$ cat config.mk
export PLATFORM = sky130hd
export DESIGN_NAME = port_r_t_pin_control
export DESIGN_NICKNAME = d
export VERILOG_FILES = /design/src/port_pin_pkg.sv /design/src/pin_sync.sv /design/src/port_r_t_pin_control.sv
export VERILOG_INCLUDE_DIRS = /design/src
export SDC_FILE = /design/constraint.sdc
export NUM_CORES = 1
export LEC_CHECK = 0
export BUFFER_PORTS_ARGS = -buffer_cell sky130_fd_sc_hd__buf_4
export CAP_MARGIN = 20
export CORE_MARGIN = 2
export CORE_UTILIZATION = 35
export CTS_CLUSTER_SIZE = 16
export DETAILED_ROUTE_END_ITERATION = 8
export GPL_TIMING_DRIVEN = 0
export PLACE_DENSITY_LB_ADDON = 0.08
export SLEW_MARGIN = 20
export SYNTH_ARGS = -nofsm -noshare
export SYNTH_HDL_FRONTEND = slang
export SYNTH_SLANG_ARGS = --single-unit
$ cat constraint.sdc
create_clock -name aclk -period 1.9 [get_ports aclk]
set_input_delay 0.57 -clock aclk [delete_from_list [all_inputs] [get_ports aclk]]
set_output_delay 0.57 -clock aclk [all_outputs]
set_load 0.01 [all_outputs]
$ cat src/port_pin_defs.svh
// offsets, field positions, reset values and timing counts for the port pin block
// assumes inclusion by bare name from the pin control block and the bench
`ifndef PORT_PIN_DEFS_SVH
`define PORT_PIN_DEFS_SVH

// ----------------------------------------------------------------
// register indices, byte address is four times the index
// ----------------------------------------------------------------
`define IDX_PORT_T_PULL_ENABLE 12'h244
`define IDX_PORT_R_DATA 12'h368
`define IDX_PORT_R_INPUT 12'h369
`define IDX_PORT_R_DIRECTION 12'h36a
`define IDX_PORT_R_PULL_ENABLE 12'h36c
`define IDX_PORT_R_PULL_POLARITY 12'h36d
`define IDX_RESERVED_ZERO 12'h36e
`define IDX_PORT_R_TIMER_ROUTING 12'h36f

// ----------------------------------------------------------------
// fields, reset values, responses, timing
// ----------------------------------------------------------------
`define ROUTE_CH6_BIT 6
`define ROUTE_CH7_BIT 7
`define RESET_BYTE 8'h00
`define RESERVED_READ 8'h00
`define RESP_OKAY 2'h0
`define RESP_SLVERR 2'h2
`define SYNC_STAGES 2

`endif

$ cat src/port_pin_pkg.sv
// types shared by the port pin block
// assumes the defines header is compiled alongside
package port_pin_pkg;

	// ----------------------------------------------------------------
	// pin drive bundle
	// ----------------------------------------------------------------
	typedef struct packed {
		logic [7:0] out;
		logic [7:0] oe;
		logic [7:0] pull_en;
		logic [7:0] pull_down;
	} pin_drive_t;

	// ----------------------------------------------------------------
	// alternative pins for timer channels six and seven
	// ----------------------------------------------------------------
	typedef struct packed {
		logic [1:0] out;
		logic [1:0] oe;
	} alt_drive_t;

	typedef enum logic [1:0] {
		WR_IDLE,
		WR_RESP
	} wr_state_t;

endpackage : port_pin_pkg

$ cat src/pin_sync.sv
// multi-stage synchroniser for pin levels, one chain per bit
// assumes one clock and a synchronous active-low reset
module pin_sync #(
	parameter int WIDTH = 8,
	parameter int STAGES = 2
) (
	// clock and reset
	input wire logic aclk,
	input wire logic aresetn,
	// levels
	input wire logic [WIDTH-1:0] d,
	output logic [WIDTH-1:0] q
);

	genvar i;
	generate
		for (i = 0; i < WIDTH; i++)
		begin : g_bit
			logic [STAGES-1:0] chain_ff;
			always_ff @(posedge aclk)
			begin
				if (!aresetn)
					chain_ff <= '0;
				else
					chain_ff <= {chain_ff[STAGES-2:0], d[i]};
			end
			assign q[i] = chain_ff[STAGES-1];
		end
	endgenerate

endmodule : pin_sync

$ cat src/port_r_t_pin_control.sv
// pin control for port t pull enables and port r direction, pulls and timer routing
// assumes pins and timer signals synchronous to aclk; axi4-lite master with one op of each kind
// Summary of operation
// RULE1: port t pull-enable byte at index 0x244, one bit per pin.
// RULE2: port t pull acts only while that pin is an input.
// RULE3: port t pull enables clear after reset.
// RULE4: port r direction bit one makes output, zero makes input.
// RULE5: enabled output compare forces pin output, stored direction untouched.
// RULE6: compare disabled returns pin direction to stored bit.
// RULE7: input capture always sees the pin level.
// RULE8: data and input readback settle within two clocks after direction change. The code takes three: one in the drive register, two in pin_sync.
// RULE9: polarity bit one pull-down, zero pull-up, only when enabled and input.
// RULE10: reserved index 0x36e reads zero, writes ignored.
// RULE11: routing bit 7 moves timer channel seven to alternative pin seven.
// RULE12: routing bit 6 moves timer channel six to alternative pin six.
// RULE13: all control registers readable and writable anytime.
// RULE14: port r pull uses effective direction including compare override.
// RULE15: undocumented reset values are zero.
//
// Implementation choice: the AXI4-Lite register port.
`include "port_pin_defs.svh"

module port_r_t_pin_control #(
	parameter int ADDR_W = 16
) (
	// clock and reset
	input wire logic aclk,
	input wire logic aresetn,
	// axi4-lite write address
	input wire logic [ADDR_W-1:0] s_axi_awaddr,
	input wire logic s_axi_awvalid,
	output logic s_axi_awready,
	// axi4-lite write data
	input wire logic [31:0] s_axi_wdata,
	input wire logic [3:0] s_axi_wstrb,
	input wire logic s_axi_wvalid,
	output logic s_axi_wready,
	// axi4-lite write response
	output logic [1:0] s_axi_bresp,
	output logic s_axi_bvalid,
	input wire logic s_axi_bready,
	// axi4-lite read address
	input wire logic [ADDR_W-1:0] s_axi_araddr,
	input wire logic s_axi_arvalid,
	output logic s_axi_arready,
	// axi4-lite read data
	output logic [31:0] s_axi_rdata,
	output logic [1:0] s_axi_rresp,
	output logic s_axi_rvalid,
	input wire logic s_axi_rready,
	// port t pins
	input wire logic [7:0] port_t_pin_is_output,
	output logic [7:0] port_t_pull_active,
	// port r pins
	input wire logic [7:0] port_r_pin_in,
	output port_pin_pkg::pin_drive_t port_r_drive,
	// alternative port pins six and seven
	input wire logic [1:0] alt_port_pin_in,
	output port_pin_pkg::alt_drive_t alt_port_drive,
	// timer module channels
	input wire logic [7:0] timer_oc_enable,
	input wire logic [7:0] timer_oc_level,
	output logic [7:0] timer_ic_level
);

	// ----------------------------------------------------------------
	// registers
	// ----------------------------------------------------------------
	logic [7:0] port_t_pull_enable_ff;
	logic [7:0] port_r_data_ff;
	logic [7:0] port_r_direction_ff;
	logic [7:0] port_r_pull_enable_ff;
	logic [7:0] port_r_pull_polarity_ff;
	logic [7:0] port_r_timer_routing_ff;

	// bus state
	logic [ADDR_W-1:0] awaddr_ff;
	logic aw_held_ff;
	logic [31:0] wdata_ff;
	logic [3:0] wstrb_ff;
	logic w_held_ff;
	port_pin_pkg::wr_state_t wr_state_ff;
	logic [1:0] bresp_ff;
	logic rvalid_ff;
	logic [31:0] rdata_ff;
	logic [1:0] rresp_ff;

	// pin side
	logic [7:0] r_on_port_r;
	logic [7:0] r_eff_dir;
	logic [7:0] r_pin_out;
	logic [1:0] alt_routed;
	logic [7:0] r_pin_sync;
	logic [7:0] r_data_read;

	// write decode
	logic wr_fire;
	logic [11:0] wr_idx;
	logic [11:0] rd_idx;
	logic wr_lane0;
	logic [7:0] wr_byte;

	// ----------------------------------------------------------------
	// timer routing and direction
	// ----------------------------------------------------------------
	// route channels six and seven
	assign alt_routed = {port_r_timer_routing_ff[`ROUTE_CH7_BIT], port_r_timer_routing_ff[`ROUTE_CH6_BIT]};

	always_comb
	begin
		r_on_port_r = 8'hff;
		// RULE12: channel six routing
		r_on_port_r[6] = ~alt_routed[0];
		// RULE11: channel seven routing
		r_on_port_r[7] = ~alt_routed[1];
	end

	// RULE4: stored direction drives pin
	// RULE5: compare override forces output
	// RULE6: override drops when compare off
	assign r_eff_dir = port_r_direction_ff | (timer_oc_enable & r_on_port_r);

	always_comb
	begin
		r_pin_out = port_r_data_ff;
		for (int i = 0; i < 8; i++)
		begin
			if (r_on_port_r[i] && timer_oc_enable[i])
				r_pin_out[i] = timer_oc_level[i];
		end
	end

	// port r pin drive from registers and override
	always_ff @(posedge aclk)
	begin
		if (!aresetn)
			port_r_drive <= '0;
		else
		begin
			port_r_drive.out <= r_pin_out;
			port_r_drive.oe <= r_eff_dir;
			// RULE14: pull follows effective direction
			port_r_drive.pull_en <= port_r_pull_enable_ff & ~r_eff_dir;
			// RULE9: polarity select when pulled
			port_r_drive.pull_down <= port_r_pull_polarity_ff & port_r_pull_enable_ff & ~r_eff_dir;
		end
	end

	// alternative pins carry the routed timer channels
	always_ff @(posedge aclk)
	begin
		if (!aresetn)
			alt_port_drive <= '0;
		else
		begin
			alt_port_drive.out <= timer_oc_level[7:6] & alt_routed;
			alt_port_drive.oe <= timer_oc_enable[7:6] & alt_routed;
		end
	end

	// RULE2: port t pull only on inputs
	always_ff @(posedge aclk)
	begin
		if (!aresetn)
			port_t_pull_active <= '0;
		else
			port_t_pull_active <= port_t_pull_enable_ff & ~port_t_pin_is_output;
	end

	// ----------------------------------------------------------------
	// input capture and readback
	// ----------------------------------------------------------------
	// RULE7: capture sees raw pin level
	always_comb
	begin
		timer_ic_level = port_r_pin_in;
		if (alt_routed[0])
			timer_ic_level[6] = alt_port_pin_in[0];
		if (alt_routed[1])
			timer_ic_level[7] = alt_port_pin_in[1];
	end

	// RULE8: two-stage readback synchroniser
	pin_sync #(
		.WIDTH(8),
		.STAGES(`SYNC_STAGES)
	) pin_sync_i (
		.aclk(aclk),
		.aresetn(aresetn),
		.d(port_r_pin_in),
		.q(r_pin_sync)
	);

	// outputs read latch, inputs read pin
	assign r_data_read = (r_eff_dir & port_r_data_ff) | (~r_eff_dir & r_pin_sync);

	// ----------------------------------------------------------------
	// axi4-lite write path
	// ----------------------------------------------------------------
	assign s_axi_awready = ~aw_held_ff & (wr_state_ff == port_pin_pkg::WR_IDLE);
	assign s_axi_wready = ~w_held_ff & (wr_state_ff == port_pin_pkg::WR_IDLE);
	assign s_axi_bvalid = (wr_state_ff == port_pin_pkg::WR_RESP);
	assign s_axi_bresp = bresp_ff;
	assign wr_fire = aw_held_ff & w_held_ff & (wr_state_ff == port_pin_pkg::WR_IDLE);
	assign wr_idx = awaddr_ff[13:2];
	assign wr_lane0 = wstrb_ff[0];
	assign wr_byte = wdata_ff[7:0];

	always_ff @(posedge aclk)
	begin
		if (!aresetn)
		begin
			aw_held_ff <= 1'b0;
			awaddr_ff <= '0;
		end
		else if (s_axi_awvalid && s_axi_awready)
		begin
			aw_held_ff <= 1'b1;
			awaddr_ff <= s_axi_awaddr;
		end
		else if (wr_fire)
			aw_held_ff <= 1'b0;
	end

	always_ff @(posedge aclk)
	begin
		if (!aresetn)
		begin
			w_held_ff <= 1'b0;
			wdata_ff <= '0;
			wstrb_ff <= '0;
		end
		else if (s_axi_wvalid && s_axi_wready)
		begin
			w_held_ff <= 1'b1;
			wdata_ff <= s_axi_wdata;
			wstrb_ff <= s_axi_wstrb;
		end
		else if (wr_fire)
			w_held_ff <= 1'b0;
	end

	always_ff @(posedge aclk)
	begin
		if (!aresetn)
		begin
			wr_state_ff <= port_pin_pkg::WR_IDLE;
			bresp_ff <= `RESP_OKAY;
		end
		else
		begin
			case (wr_state_ff)
				port_pin_pkg::WR_IDLE:
				begin
					if (wr_fire)
					begin
						wr_state_ff <= port_pin_pkg::WR_RESP;
						bresp_ff <= idx_known(wr_idx) ? `RESP_OKAY : `RESP_SLVERR;
					end
				end
				port_pin_pkg::WR_RESP:
				begin
					if (s_axi_bready)
						wr_state_ff <= port_pin_pkg::WR_IDLE;
				end
				default:
					wr_state_ff <= port_pin_pkg::WR_IDLE;
			endcase
		end
	end

	// RULE13: registers writable anytime
	// RULE3: port t pulls clear at reset
	// RULE15: other registers reset to zero
	always_ff @(posedge aclk)
	begin
		if (!aresetn)
		begin
			port_t_pull_enable_ff <= `RESET_BYTE;
			port_r_data_ff <= `RESET_BYTE;
			port_r_direction_ff <= `RESET_BYTE;
			port_r_pull_enable_ff <= `RESET_BYTE;
			port_r_pull_polarity_ff <= `RESET_BYTE;
			port_r_timer_routing_ff <= `RESET_BYTE;
		end
		else if (wr_fire && wr_lane0)
		begin
			// RULE10: reserved and input writes dropped
			case (wr_idx)
				// RULE1: port t pull-enable store
				`IDX_PORT_T_PULL_ENABLE: port_t_pull_enable_ff <= wr_byte;
				`IDX_PORT_R_DATA: port_r_data_ff <= wr_byte;
				`IDX_PORT_R_DIRECTION: port_r_direction_ff <= wr_byte;
				`IDX_PORT_R_PULL_ENABLE: port_r_pull_enable_ff <= wr_byte;
				`IDX_PORT_R_PULL_POLARITY: port_r_pull_polarity_ff <= wr_byte;
				`IDX_PORT_R_TIMER_ROUTING: port_r_timer_routing_ff <= wr_byte;
				default:
				begin
				end
			endcase
		end
	end

	// ----------------------------------------------------------------
	// address check
	// ----------------------------------------------------------------
	function automatic logic idx_known(input logic [11:0] idx);
		case (idx)
			`IDX_PORT_T_PULL_ENABLE,
			`IDX_PORT_R_DATA,
			`IDX_PORT_R_INPUT,
			`IDX_PORT_R_DIRECTION,
			`IDX_PORT_R_PULL_ENABLE,
			`IDX_PORT_R_PULL_POLARITY,
			`IDX_RESERVED_ZERO,
			`IDX_PORT_R_TIMER_ROUTING: idx_known = 1'b1;
			default: idx_known = 1'b0;
		endcase
	endfunction : idx_known

	// ----------------------------------------------------------------
	// axi4-lite read path
	// ----------------------------------------------------------------
	assign s_axi_arready = ~rvalid_ff;
	assign s_axi_rvalid = rvalid_ff;
	assign s_axi_rdata = rdata_ff;
	assign s_axi_rresp = rresp_ff;
	assign rd_idx = s_axi_araddr[13:2];

	always_ff @(posedge aclk)
	begin
		if (!aresetn)
			rvalid_ff <= 1'b0;
		else if (s_axi_arvalid && s_axi_arready)
			rvalid_ff <= 1'b1;
		else if (s_axi_rready)
			rvalid_ff <= 1'b0;
	end

	always_ff @(posedge aclk)
	begin
		if (!aresetn)
		begin
			rdata_ff <= '0;
			rresp_ff <= `RESP_OKAY;
		end
		else if (s_axi_arvalid && s_axi_arready)
		begin
			rresp_ff <= (idx_known(rd_idx) && (s_axi_araddr[ADDR_W-1:14] == '0)) ? `RESP_OKAY : `RESP_SLVERR;
			case (rd_idx)
				`IDX_PORT_T_PULL_ENABLE: rdata_ff <= {24'h000000, port_t_pull_enable_ff};
				// RULE8: data readback after sync
				`IDX_PORT_R_DATA: rdata_ff <= {24'h000000, r_data_read};
				`IDX_PORT_R_INPUT: rdata_ff <= {24'h000000, r_pin_sync};
				`IDX_PORT_R_DIRECTION: rdata_ff <= {24'h000000, port_r_direction_ff};
				`IDX_PORT_R_PULL_ENABLE: rdata_ff <= {24'h000000, port_r_pull_enable_ff};
				`IDX_PORT_R_PULL_POLARITY: rdata_ff <= {24'h000000, port_r_pull_polarity_ff};
				// RULE10: reserved reads zero
				`IDX_RESERVED_ZERO: rdata_ff <= {24'h000000, `RESERVED_READ};
				`IDX_PORT_R_TIMER_ROUTING: rdata_ff <= {24'h000000, port_r_timer_routing_ff};
				default: rdata_ff <= 32'h00000000;
			endcase
		end
	end

endmodule : port_r_t_pin_control

==> run metrics <==
EDFF count, synth=0; final wirelength=17.62 mm; CP Class=reg -> out; global-route wire length before repair=26.70 mm; # IOs=202; Largest register FFs=32; Yosys reg bits=143; asr flop ratio synth=0%; DPL Wire Length=13.24 mm; Seq/Total Area, Yosys=50.09%; Routed WL per cell=16.78 µm; antenna violations before repair=0; Total Routing Usage GR=20.14%; Power Total=7.338 mW; pin count of the biggest net entering global routing=17; RSZ-0062 raised after global routing=true; hold depth=2; Worst Hold Class=in -> reg; Worst Setup End Kind=output pin; TritonCTS clock tree=done; Clock H-tree levels=4; Leak=3.346 nW; worst skew pair latency=0.43 ns; Tightest Pin Transition=0.6952 ns; fmax=0.5414 GHz; crit path time final=1.847 ns; multi-input logic area=2565 µm²; CTS Root Cell=clkbuf_16; row cnt=46; Die H=131.8 µm; fin crit share=97.21%; Setup-failing EPs final=0; die width=131.8 µm; drt drc=0; Design Area, Final=7856 µm²; Crit Path Max Fanout=6; power density over the cells=934.0 nW/µm²; Reg with most FFs=port_r_drive; Avg Synthesized Cell Area=9.001 µm²; critical path required time=1.33 ns; vias per inst=4.798; Synth warnings=0; FILL cells=1595; CP max-delay cell=dfxtp_4; Final Hold Fails=0; vias in the first global route=4779; Slew HR=53.65%; largest registers=port_r_drive: 32 flops, pin_sync_i.g_bit.chain_ff: 16 flops, awaddr_ff: 12 flops; area grow syn2layout=37.46%; hold buffers post-CTS=0; Initial Util=35.85%; clk buf depth=2; Slew Limit Fails=0; Antenna diodes=0; routed via count=5038; GRT overflow=0; Worst EP arrival=1.28 ns; routability cong.=0.8680; DRT iter0 DRCs=343; reg2reg path depth=7; Min Hold Slack=0.2915 ns; outcome=complete, no violations; Netlist cell types=48; max incr delay on CP=0.38 ns; core area=15940 µm²; Peak VDD IR=0.0006220 V; Pre-Repair DR Iteration Count=5; max-cap viol count=0; register area=2872 µm²; Setup crit start kind=flip-flop; clock-pin slew on the worst setup and hold paths=0.06 ns; crit path cell chain=mux2_2 -> buf_4; prevailing post-synth register cell=dfxtp_1; Final ANT Viol Nets=0; Clock Skew=0.006590 ns; die area=17370 µm²; cts bufs inserted=17; Post-Syn Instances=635; clk sinks=143; placed cell area=7138 µm²; port bufs=141; layout cell share with drive strength beyond 1=27.94%; Synth Cell Area=5715 µm²; fin nets=931
[path summary, 6_finish.rpt]
check / startpoint / endpoint / slack, ns
worst min register to register: pin_sync_i.g_bit[3].chain_ff[0]$_SDFF_PN0_ / pin_sync_i.g_bit[3].chain_ff[1]$_SDFF_PN0_ / 0.43
worst max-delay path: port_r_timer_routing_ff[6]$_SDFFE_PN0P_ / timer_ic_level[6] / 0.05
worst max register to register: w_held_ff$_SDFFE_PN0P_ / port_r_pull_polarity_ff[3]$_SDFFE_PN0P_ / 0.08
worst min-delay path: port_t_pin_is_output[6] / port_t_pull_active[6]$_SDFF_PN0_ / 0.29
[final cells by class]
class | instances | area share, %
sequential | 143 | 36.55
multi-input combinational | 442 | 32.65
timing repair buffer | 144 | 13.76
clock buffer | 18 | 5.463
buffer | 66 | 5.065
tap | 216 | 3.440
clock inverter | 13 | 2.692
inverter | 8 | 0.3822
[Yosys cell counts (all sizes together) (2+ instances only)]
library cell	number	share of area [%]
o211a	5	0.88
a211oi	3	0.48
clkbuf	21	1.4
nand2b	5	0.55
nor3	12	1.1
and4	2	0.31
a221oi	2	0.31
nor3b	9	1.2
or2	2	0.22
nor2b	2	0.22
a21oi	33	2.9
nand4b	2	0.31
nand4	7	0.77
nand2	93	6.1
o21ai	37	3.2
a22oi	3	0.39
a31oi	3	0.33
and2	31	3.4
o211ai	7	0.92
nand3b	3	0.39
a21o	2	0.26
and4b	2	0.35
nor4	6	0.92
dfxtp	143	50
mux2i	39	6.8
inv	8	0.53
o2bb2ai	8	1.2
and3	10	1.1
nand3	29	2.5
buf	46	5.5
nor2	45	3.0
mux2	4	0.79
[critical path, delay by kind of cell (launching register included)]
family	cells	cell delay, ns
muxes	1	0.33
buffers and inverters	1	0.14
DFF	1	0.38
[power by group]
part	leakage, nW	internal (mW)	switching (mW)	total (mW)
logic	1.88	0.273	0.316	0.588
clock network	0.299	2.33	1.31	3.64
registers	1.17	3.07	0.0457	3.11
[through the flow]
step	setup TNS, ns	util, %	cells	worst slack [ns]
3_5_place_dp	-13.15	44.77	1017	-0.7020
2_1_floorplan	0	-	660	0.1027
5_1_grt	-0.01731	49.28	1050	-0.01058
6_report	0	49.28	1050	0.05300
3_3_place_gp	-11.63	44.77	1017	-0.6391
4_1_cts	0	49.01	1050	0.002771
[placed cells by master (no fill, tap or decap), types with 4 or more instances in the layout]
cell type	n
buf_4	178
nand2_1	93
nor3_1	12
o21ai_0	37
nand2b_1	5
clkbuf_16	17
inv_1	8
clkinvlp_4	4
and3_1	10
mux2_2	4
o211a_1	5
o2bb2ai_1	8
mux2i_1	39
conb_1	26
nand4_1	7
nand3_1	28
nor2_1	45
clkbuf_1	20
buf_2	7
nor3b_1	9
dfxtp_1	140
nor4_1	4
bufinv_16	5
and2_1	31
o211ai_1	7
a21oi_1	33
[what timing repair did]
action                                  in CTS  in global routing
buffers inserted                             2                  1
endpoints found under the setup margin      31                 25
gates resized for setup                      5                 11
pin swaps                                    1                  2
[metal layers]
metal  part of all wire (%)  GRT usage (%)  vias up
met4                    1.6          7.367        0
met3                    5.4          4.729       20
met2                     48          33.33      156
met5                      0              0        -
met1                     45          25.70     2347
li1                       -              -     2515
[cell families after synthesis]
logic type / after synthesis / synth area share [%]
compound gates: 110 / 11.97
simple gates: 262 / 22.70
mux: 43 / 7.618
xor+xnor: 1 / 0.1533
buf+inv: 75 / 7.399
flops: 143 / 50.09
other cells: 1 / 0.06561
Power figures use the tool's default switching activity.
